--- src/shared/adc_port_pkg.sv ---
// Shared constants, types and helpers of the converter serial port
package adc_port_pkg;

	// ********************************
	// Timing
	// ********************************
	localparam int CLK_NS = 20;
	localparam int UPD_NS = 200;
	localparam int CAL_NS = 2000;
	localparam int UPD_CYC = (UPD_NS + CLK_NS - 1) / CLK_NS;
	localparam int CAL_CYC = (CAL_NS + CLK_NS - 1) / CLK_NS;
	localparam logic [7:0] UPD_LOAD = 8'(UPD_CYC - 1);
	localparam logic [7:0] CAL_LOAD = 8'(CAL_CYC - 1);

	// ********************************
	// Widths and register map
	// ********************************
	localparam int REG_W = 24;
	localparam int FIFO_DEPTH = 8;
	localparam logic [4:0] BITS_COMM = 5'h08;
	localparam logic [4:0] BITS_WORD = 5'h18;
	localparam logic [4:0] BITS_MODE = 5'h10;
	localparam logic [2:0] RS_COMM = 3'h0;
	localparam logic [2:0] RS_DATA = 3'h1;
	localparam logic [2:0] RS_MODE = 3'h2;
	localparam logic [2:0] RS_FILT = 3'h3;
	localparam logic [2:0] RS_DAC = 3'h4;
	localparam logic [2:0] RS_OFFS = 3'h5;
	localparam logic [2:0] RS_GAIN = 3'h6;
	localparam int COMM_RD_BIT = 6;
	localparam int MD_LSB = 13;
	localparam int MD_CAL_BIT = 15;
	localparam logic [2:0] MD_IDLE = 3'h0;
	localparam logic [2:0] MD_CONV = 3'h1;
	localparam int STAT_RDY_BIT = 7;
	localparam int STAT_CAL_BIT = 6;
	localparam logic [REG_W-1:0] REG_RST = 24'h000000;

	// Pin vector positions
	localparam int P_CS = 0;
	localparam int P_SCLK = 1;
	localparam int P_DIN = 2;
	localparam int P_STBY = 3;
	localparam logic [3:0] PIN_IDLE = 4'h9;

	typedef struct packed {
		logic standby_n;
		logic din;
		logic sclk;
		logic cs_n;
	} ser_pins_t;

	typedef enum logic [0:0] {PH_COMM, PH_DATA} phase_t;
	typedef enum logic [1:0] {CV_IDLE, CV_UPD, CV_CAL} cv_t;

	typedef struct packed {
		logic [3:0] s1;
		logic [3:0] s2;
		logic sclk_d;
		phase_t ph;
		logic rd;
		logic [2:0] rs;
		logic [4:0] bit_left;
		logic [REG_W-1:0] sh_in;
		logic [REG_W-1:0] sh_out;
		logic [7:0][REG_W-1:0] regs;
		cv_t cv;
		logic [7:0] cnt;
		logic rdy_n;
		logic dout;
		logic dout_oe_n;
		logic stby;
	} port_state_t;

	function automatic logic [4:0] reg_bits(input logic [2:0] rs);
		case (rs)
			RS_COMM, RS_DAC: reg_bits = BITS_COMM;
			RS_MODE: reg_bits = BITS_MODE;
			default: reg_bits = BITS_WORD;
		endcase
	endfunction

	function automatic logic writable(input logic [2:0] rs);
		writable = (rs != RS_DATA) && (rs <= RS_GAIN);
	endfunction

endpackage

--- src/rtl/adc_serial_port.sv ---
// Serial port, ready flag and standby control of the converter
// ********************************
// Word buffer
// ********************************
module conv_fifo #(
	parameter int WIDTH = 24,
	parameter int DEPTH = 8
) (
	input wire logic i_clk,
	input wire logic i_srst,
	input wire logic i_in_valid,
	input wire logic [WIDTH-1:0] i_in_data,
	output logic o_in_ready,
	output logic o_out_valid,
	output logic [WIDTH-1:0] o_out_data,
	input wire logic i_out_ready
);
	localparam int AW = $clog2(DEPTH);
	typedef struct packed {
		logic [DEPTH-1:0][WIDTH-1:0] mem;
		logic [AW-1:0] wp;
		logic [AW-1:0] rp;
		logic [AW:0] cnt;
		logic space;
	} fifo_state_t;
	fifo_state_t s, next_s;
	logic push, pop;

	always_comb begin
		next_s = s;
		push = i_in_valid && s.space;
		pop = i_out_ready && (s.cnt != '0);
		if (push) begin
			next_s.mem[s.wp] = i_in_data;
			next_s.wp = (s.wp == AW'(DEPTH - 1)) ? '0 : s.wp + 1'b1;
		end
		if (pop)
			next_s.rp = (s.rp == AW'(DEPTH - 1)) ? '0 : s.rp + 1'b1;
		next_s.cnt = s.cnt + {{AW{1'b0}}, push} - {{AW{1'b0}}, pop};
		// Registered so the source sees a clean ready
		next_s.space = next_s.cnt != (AW+1)'(DEPTH);
	end

	always_ff @(posedge i_clk) begin
		if (i_srst) begin
			s <= '0;
			s.space <= 1'b1;
		end else
			s <= next_s;
	end

	assign o_in_ready = s.space;
	assign o_out_valid = s.cnt != '0;
	assign o_out_data = s.mem[s.rp];
endmodule

module adc_serial_port (
	input wire logic I_SYS_CLK,
	input wire logic I_SRST,
	input wire adc_port_pkg::ser_pins_t I_SER,
	input wire logic I_CONV_VALID,
	input wire logic [23:0] I_CONV_DATA,
	output logic O_CONV_READY,
	output logic O_DOUT,
	output logic O_DOUT_OE_N,
	output logic O_RDY_N,
	output logic O_POWER_DOWN
);
	adc_port_pkg::port_state_t s, next_s;
	logic stby, sel, rise, fall, last, reading, pop, f_valid;
	logic [23:0] f_data, word;
	logic [23:0] mask;
	logic [7:0] comm;
	logic [4:0] bits;

	conv_fifo #(.WIDTH(adc_port_pkg::REG_W),
		.DEPTH(adc_port_pkg::FIFO_DEPTH)) u_fifo (
		.i_clk(I_SYS_CLK),
		.i_srst(I_SRST),
		.i_in_valid(I_CONV_VALID),
		.i_in_data(I_CONV_DATA),
		.o_in_ready(O_CONV_READY),
		.o_out_valid(f_valid),
		.o_out_data(f_data),
		.i_out_ready(pop)
	);

	// ********************************
	// Next state
	// ********************************
	always_comb begin
		next_s = s;
		pop = 1'b0;
		next_s.s1 = I_SER;
		next_s.s2 = s.s1;
		next_s.sclk_d = s.s2[adc_port_pkg::P_SCLK];
		stby = !s.s2[adc_port_pkg::P_STBY];
		sel = !s.s2[adc_port_pkg::P_CS] && !stby;
		rise = sel && s.s2[adc_port_pkg::P_SCLK] && !s.sclk_d;
		fall = sel && !s.s2[adc_port_pkg::P_SCLK] && s.sclk_d;
		last = s.bit_left == 5'h01;
		word = {s.sh_in[22:0], s.s2[adc_port_pkg::P_DIN]};
		comm = word[7:0];
		bits = adc_port_pkg::reg_bits(s.rs);
		mask = ~(24'hFFFFFF << bits);
		reading = s.ph == adc_port_pkg::PH_DATA && s.rd
			&& s.rs == adc_port_pkg::RS_DATA;
		next_s.stby = stby;
		next_s.dout_oe_n = !sel;
		// Frozen in standby: nothing below runs, so all registers hold except the pin sync, sclk_d, stby and dout_oe_n
		if (!stby) begin
			case (s.cv)
				adc_port_pkg::CV_IDLE: begin
					// Holding off while a data read runs protects the word
					if (s.regs[adc_port_pkg::RS_MODE][adc_port_pkg::MD_LSB+:3]
						== adc_port_pkg::MD_CONV && f_valid && !reading) begin
						next_s.rdy_n = 1'b1;
						next_s.cnt = adc_port_pkg::UPD_LOAD;
						next_s.cv = adc_port_pkg::CV_UPD;
					end
				end
				adc_port_pkg::CV_UPD: begin
					if (s.cnt == 8'h00) begin
						pop = 1'b1;
						next_s.regs[adc_port_pkg::RS_DATA] = f_data;
						next_s.rdy_n = 1'b0;
						next_s.cv = adc_port_pkg::CV_IDLE;
					end else
						next_s.cnt = s.cnt - 8'h01;
				end
				adc_port_pkg::CV_CAL: begin
					if (s.cnt == 8'h00) begin
						next_s.rdy_n = 1'b0;
						next_s.regs[adc_port_pkg::RS_MODE]
							[adc_port_pkg::MD_LSB+:3] = adc_port_pkg::MD_IDLE;
						next_s.cv = adc_port_pkg::CV_IDLE;
					end else
						next_s.cnt = s.cnt - 8'h01;
				end
				default: next_s.cv = adc_port_pkg::CV_IDLE;
			endcase
			// Output changes on the falling edge, host samples mid-high
			if (fall && s.ph == adc_port_pkg::PH_DATA && s.rd) begin
				next_s.dout = s.sh_out[23];
				next_s.sh_out = {s.sh_out[22:0], 1'b0};
			end
			if (rise) begin
				next_s.sh_in = word;
				next_s.bit_left = s.bit_left - 5'h01;
				if (last && s.ph == adc_port_pkg::PH_COMM) begin
					next_s.rd = comm[adc_port_pkg::COMM_RD_BIT];
					next_s.rs = comm[2:0];
					next_s.bit_left = adc_port_pkg::reg_bits(comm[2:0]);
					next_s.ph = adc_port_pkg::PH_DATA;
					// Address zero reads back status, writes go to comm
					if (comm[2:0] == adc_port_pkg::RS_COMM)
						next_s.sh_out = {!s.rdy_n,
							s.cv == adc_port_pkg::CV_CAL, 22'h000000};
					else
						next_s.sh_out = s.regs[comm[2:0]] <<
							(5'(adc_port_pkg::REG_W) - adc_port_pkg::reg_bits(comm[2:0]));
					if (!comm[adc_port_pkg::COMM_RD_BIT])
						next_s.regs[adc_port_pkg::RS_COMM] = {16'h0000, comm};
				end else if (last) begin
					next_s.ph = adc_port_pkg::PH_COMM;
					next_s.bit_left = adc_port_pkg::BITS_COMM;
					if (s.rd && s.rs == adc_port_pkg::RS_DATA)
						next_s.rdy_n = 1'b1;
					if (!s.rd && adc_port_pkg::writable(s.rs)) begin
						next_s.regs[s.rs] = word & mask;
						if (s.rs == adc_port_pkg::RS_MODE
							&& word[adc_port_pkg::MD_CAL_BIT]) begin
							next_s.rdy_n = 1'b1;
							next_s.cnt = adc_port_pkg::CAL_LOAD;
							next_s.cv = adc_port_pkg::CV_CAL;
						end
					end
				end
			end
		end
	end

	// ********************************
	// Registers
	// ********************************
	always_ff @(posedge I_SYS_CLK) begin
		if (I_SRST) begin
			s <= '0;
			s.s1 <= adc_port_pkg::PIN_IDLE;
			s.s2 <= adc_port_pkg::PIN_IDLE;
			s.bit_left <= adc_port_pkg::BITS_COMM;
			s.rdy_n <= 1'b1;
			s.dout_oe_n <= 1'b1;
		end else
			s <= next_s;
	end

	assign O_DOUT = s.dout;
	assign O_DOUT_OE_N = s.dout_oe_n;
	assign O_RDY_N = s.rdy_n;
	assign O_POWER_DOWN = s.stby;
endmodule

--- config.mk ---
export PLATFORM = sky130hd
export DESIGN_NAME = adc_serial_port
export DESIGN_NICKNAME = d
export VERILOG_FILES = /design/src/shared/adc_port_pkg.sv /design/src/rtl/adc_serial_port.sv
export SDC_FILE = /design/constraint.sdc
export NUM_CORES = 1
export LEC_CHECK = 0
export BUFFER_PORTS_ARGS = -buffer_cell sky130_fd_sc_hd__buf_4
export CAP_MARGIN = 30
export CORE_UTILIZATION = 30
export CTS_BUF_LIST = sky130_fd_sc_hd__clkbuf_4 sky130_fd_sc_hd__clkbuf_8
export DETAILED_ROUTE_END_ITERATION = 7
export SLEW_MARGIN = 10
export SYNTH_ARGS = -nofsm -noshare
export SYNTH_HDL_FRONTEND = slang
export SYNTH_SLANG_ARGS = --single-unit
--- constraint.sdc ---
create_clock -name I_SYS_CLK -period 7.4 [get_ports I_SYS_CLK]
set_input_delay 1.48 -clock I_SYS_CLK [delete_from_list [all_inputs] [get_ports I_SYS_CLK]]
set_output_delay 1.48 -clock I_SYS_CLK [all_outputs]
set_load 0.1 [all_outputs]
Word level (Yosys, flattened, before mapping)

Cells that the tools add are included.

Bits in registers: 475
Latch bits: 0
RAM bits: 0
ROM bits: 0
Input port bits: 31
Output and inout bits: 5
Logic and storage cells: 163
Memories kept: 0

Add/sub/neg operators: 7
$mul: 0
Divide/modulo/power cells: 0
$lt $le $gt $ge: 7
Eq/ne operators: 14
Shift-type cells: 2
Multiplexer cells: 49
Bitwise operators: 4
Reductions and logical operators: 44

Operators by type and width:

| cell                                                                         | count |
|---|---|
| 203-bit two-way mux                                                          | 2 |
| 192-bit bitwise mux                                                          | 2 |
| 24-bit two-way mux                                                           | 12 |
| 227-bit two-way mux                                                          | 1 |
| 168-bit two-way mux                                                          | 1 |
| 24-bit binary-select mux with 3-bit select                                   | 2 |
| 24-bit demux with 3-bit select                                               | 2 |
| 11-bit two-way mux                                                           | 3 |
| 5-bit two-way mux                                                            | 6 |
| 24-bit bitwise AND                                                           | 1 |
| 24-bit inverter                                                              | 1 |
| 24-bit by 5-bit << shifter with 24-bit output                                | 1 |
| 24-bit by 5-bit << shifter with 24-bit output, first input constant          | 1 |
| 1-bit logical AND                                                            | 20 |
| 5-bit case mux with 2 select lines                                           | 2 |
| 9-bit case mux with 2 select lines                                           | 1 |
| 3-bit by 4-bit less-than comparator with 1-bit output, second input constant | 4 |
| 3-bit two-way mux                                                            | 5 |
| 3-bit equality test, second input constant                                   | 4 |
| 5-bit AND reduction                                                          | 2 |
| 1-bit zero test                                                              | 8 |
| 8-bit zero test                                                              | 1 |
| 8-bit two-way mux                                                            | 1 |
| 8-bit by 1-bit subtractor with 8-bit output, second input constant           | 1 |
| 26 further kinds                                                             | 43 |

Longest topological paths before layout

Word-level depth: 12
Mapped depth: 14
Depth with buffers taken out: 13

Modules after synthesis

A second synthesis with hierarchy kept.

Cells, all modules: 1963
Area total of the unflattened synthesis: 19254.7 um^2

By module, submodules not included:

| module          | instances | cells each | area each (um^2) | sequential area each (um^2) |
|---|---|---|---|---|
| conv_fifo       | 1         | 833        | 9735.6           | 4063.9 |
| adc_serial_port | 1         | 1130       | 9519.1           | 4484.3 |

Least setup slack after synthesis

Ideal clock, no wire load.

Path kind: register to register
Start point: register s[4] (netlist bit)
End point: register u_fifo.s (netlist bit u_fifo.o_in_ready)
Arrival time: 2887 ps
Data required time: 7270 ps
Slack: 4383 ps
Cell stages (with the launch flop): 14
Buffers on the path: 1
Clock period less this slack: 3017 ps
Path through: dfxtp_1 > inv_1 > ha_1 > or4b_2 > nor3_1 > and2_1 > buf_2 > ha_1 > inv_1 > ha_1 > inv_1 > fa_1 > xor2_1 > nand4b_1

Longest elaborated chain between the ends: 7

RTL lines:

| what                                        | RTL line               | text |
|---|---|---|
| start, declared                             | adc_serial_port.sv:69  | `adc_port_pkg::port_state_t s, next_s;` |
| start signal, assigned                      | adc_serial_port.sv:195 | `s <= next_s;` |
| 8-bit zero test                             | adc_serial_port.sv:123 | `if (s.cnt == 8'h00) begin` |
| 1-bit two-way mux                           | adc_serial_port.sv:123 |  |
| 1-bit two-way mux                           | adc_serial_port.sv:112 | `case (s.cv)` |
| 1-bit two-way mux                           | adc_serial_port.sv:111 | `if (!stby) begin` |
| 1-bit logical AND                           | adc_serial_port.sv:32  | `pop = i_out_ready && (s.cnt != '0);` |
| net u_fifo.pop                              | adc_serial_port.sv:27  | `logic push, pop;` |
| 4-bit by 1-bit subtractor with 4-bit output | adc_serial_port.sv:39  | `next_s.cnt = s.cnt + {{AW{1'b0}}, push} - {{AW{1'b0}}, pop};` |
| 4-bit != test                               | adc_serial_port.sv:41  | `next_s.space = next_s.cnt != (AW+1)'(DEPTH);` |
| end signal, assigned                        | adc_serial_port.sv:49  | `s <= next_s;` |
| end, declared                               | adc_serial_port.sv:26  | `fifo_state_t s, next_s;` |

The timed path passes the listed nets, and every way through them passes these cells.
A chain may end at the register's enable or synchronous reset.

Worst setup path in the final report

Start point: register s[4] (netlist bit)
End point: register u_fifo.s (netlist bit u_fifo.o_in_ready)

Longest elaborated chain between the ends: 7

RTL lines:

| what                                        | RTL line |
|---|---|
| 8-bit zero test                             | adc_serial_port.sv:123 |
| 1-bit two-way mux                           | adc_serial_port.sv:123 |
| 1-bit two-way mux                           | adc_serial_port.sv:112 |
| 1-bit two-way mux                           | adc_serial_port.sv:111 |
| 1-bit logical AND                           | adc_serial_port.sv:32 |
| 4-bit by 1-bit subtractor with 4-bit output | adc_serial_port.sv:39 |
| 4-bit != test                               | adc_serial_port.sv:41 |

Every way passes these cells.

==> results.yml <==
worst_setup_path:
  cp-end-kind: "flop"
  worst-setup-path-type: "flop to flop"
  cp_cell_sequence: "inv_1 -> ha_1 -> or4b_2 -> nor3_2 -> buf_4 -> and2_1 -> ha_1 -> inv_1 -> ha_1 -> inv_1 -> fa_1 -> xor2_1 -> nand4b_1"
  path_delay_family: "simple AND/OR/NAND/NOR gates"
  max_stage_delay_ps: 670
  path_max_fanout: 49
  critPathArrivalTime_ps: 4180
  crit_buf_inv: 4
  crit_required_ps: 7900
  worst_setup_path_start_kind: "flop"
  slowest_stage: "or4b_2"
yosys:
  synth_top_cell_by_area: "dfxtp_1"
  synth-edff-count: 0
  ys_types: 64
  synth-async-reset-ratio_pct: 0
  synth_ff_type: "dfxtp_1"
  synth_warnings: 0
  synth_seq_area_share_pct: 46.37
  syn_inst: 2175
  syn-num-nets: 2225
  netlist_top_cells_area: "dfxtp_1 46%, nand2_1 13%, a21oi_1 9.0%"
  synth.avg_cell_area_um2: 8.477
  syn_area_mm2: 0.01844
  synth_top_area_share_pct: 46.37
  synth-seq-cells: 427
floorplanning:
  die_height_um: 249.9
  dieArea_mm2: 0.06245
  start_util_pct: 30.43
  design.core.area_mm2: 0.06058
  die_width_um: 249.9
  ios: 36
  fp-row-count: 90
cts:
  htree_levels: 3
  cts-root-buf: "clkbuf_8"
  clock-sinks: 427
  cts-resized-gates: 0
  cts_tree: "built"
  path_clk_slew_ps: 60
  cts.path.max_buffers: 3
  numCtsBuffers: 72
  cts_hold_buf: 0
  worstSkewPairLatency_ps: 660
  cts_setup_buffers: 0
sta:
  slew_viol_final: 0
  fin_crit_sh_pct: 49.76
  period_needed_ps: 3683
  clock.fmax_mhz: 271.5
  tightestPinTransition_ps: 963.5
  relSlewSlack_pct: 35.47
  rsz0062_at_grt: "no"
  fin_skew_ps: 35.04
  finalSetupViolations: 0
  hold_viol_final: 0
  final.setup.tns_ps: 0
drt:
  drt_first_pass_iters: 6
  drc: 0
  wl_per_cell_um: 17.38
  antenna_left: 0
  viasPerCell: 5.070
  drt_iter0_drc: 1078
  via_count: 14910
  totalWireLength_mm: 51.09
global_route:
  grt_util_all_layers_pct: 16.11
  grt_overflow: 0
  grt_pass1_wl_mm: 79.93
  grt_max_degree: 112
  antenna_found_initial: 2
  grt_pass1_vias: 14540
place:
  dp_hpwl_mm: 30.54
  place_congestion: 0.8112
  port_buffers: 35
  placed_cell_area_mm2: 0.01916
cells_and_area:
  area_delta_synth_final_pct: 12.60
  finalNetCount: 2156
  final_area_mm2: 0.02076
  finalCoreUtilization_pct: 34.27
  drive_gt1_share_pct: 14.47
power:
  ir_drop_v: 0.0001594
  leakage_nw: 6.913
  pwr_density_cell_mw_per_mm2: 244.4
hold_path:
  hold_path_class: "flop to flop"
job:
  drv_cap: 0
run_status:
  status: "finished clean"
[registers in the layout (all words and copies together), names as in the netlist]
register,flops
O_DOUT_OE_N,1
O_DOUT,1
s,207
O_RDY_N,1
u_fifo.s,202
u_fifo.o_in_ready,1
comm,8
next_s,5
O_POWER_DOWN,1
[worst paths after layout]
kind                                              from  cells after the start  slack [ps]                            to
worst max-delay path                 s[4]$_SDFFE_PP0P_                     13        3720  u_fifo.o_in_ready$_SDFF_PP1_
worst min-delay path            next_s[268]$_SDFF_PP1_                      1         410             s[268]$_SDFF_PP1_
worst max register to register       s[4]$_SDFFE_PP0P_                     13        3720  u_fifo.o_in_ready$_SDFF_PP1_
worst min register to register  next_s[268]$_SDFF_PP1_                      1         410             s[268]$_SDFF_PP1_
[kinds of logic (layout without fill, tap and decap cells)]
family                     Yosys count  count (layout)  share of synthesized area [%]
DFF                                427             427                          46.37
AOI/OAI and AO/OA                  468             468                          14.56
xor gates and xnor gates             2               2                        0.09503
buffers and inverters              235             216                          5.232
other                                0               2                              0
muxes                              152             152                          12.44
adders and majority gates           19              19                          1.330
and+or+nand+nor                    872             872                          19.97
[cell usage in the layout (no fill, tap or decap), types with 18 or more instances in the layout]
cell type  Yosys  final
clkbuf_4       0     21
a21oi_1      332    332
o21ai_0       24     24
buf_4          4     64
nand2_1      653    653
nor2_1        74     71
nor2b_1       42     41
and2_1        19     19
ha_1          18     18
mux4_2        59     59
dfxtp_1      427    422
clkbuf_8       0     88
mux2_2        27     27
inv_1         23     23
mux2i_1       66     66
a211oi_1      62     62
[routing by layer]
layer / wire (µm) / share of wire [%] / global-route usage, % / up-vias
li1: - / - / - / 7220
met1: 21890 / 43 / 20.08 / 7141
met2: 24710 / 48 / 27.05 / 441
met3: 3203 / 6.3 / 3.671 / 103
met4: 1283 / 2.5 / 5.855 / 0
met5: 0 / 0 / 0 / -
[synthesized netlist by cell type (all sizes together), types with 5 or more instances]
library cell and instances:
a32o 6, nor2b 42, or3 10, nand2b 8, mux4 59, a21oi 332
dfxtp 427, nor2 74, mux2 27, and2 19, mux2i 66, buf 42
nor3b 5, nand2 653, o21ai 24, a22oi 10, a211oi 62, ha 18
or2 8, clkbuf 170, nand3 14, inv 23, nor3 15, a22o 8
[power by group]
group / internal, W / switching [W]
Sequential: 0.00236 / 0.0000342
Clock: 0.00132 / 0.000971
Combinational: 0.000133 / 0.000256
Total: 0.00381 / 0.00126
[area by class of cell]
cell class / count / area (µm²)
Inverter: 23 / 86.33
Clock buffer: 109 / 1369
Fill cell: 6206 / 39820
Antenna cell: 2 / 5.005
Clock inverter: 15 / 196.4
Timing Repair Buffer: 69 / 580.6
Tap cell: 782 / 978.4
Sequential cell: 427 / 8554
Multi-Input combinational cell: 1513 / 8990
[worst register-to-register path: stages, from the launching register on]
cell	delay, ps
dfxtp_1	360
inv_1	100
ha_1	250
or4b_2	670
nor3_2	180
buf_4	410
and2_1	340
ha_1	270
inv_1	60
ha_1	160
inv_1	60
fa_1	390
xor2_1	180
nand4b_1	120
[per-stage QoR]
step | power [W] | cells | worst slack, ps | hold slack [ps]
floorplan | 0.002705 | 2175 | 4383 | 389.5
global placement | 0.002812 | 2810 | 3198 | 392.3
detailed placement | 0.002827 | 2813 | 3245 | 400.9
CTS | 0.005114 | 2937 | 3695 | 411.2
global route | 0.005269 | 2939 | 3460 | 409.8
finish | 0.005074 | 2940 | 3717 | 408.3
No activity file was read; power rests on OpenSTA's default activity.
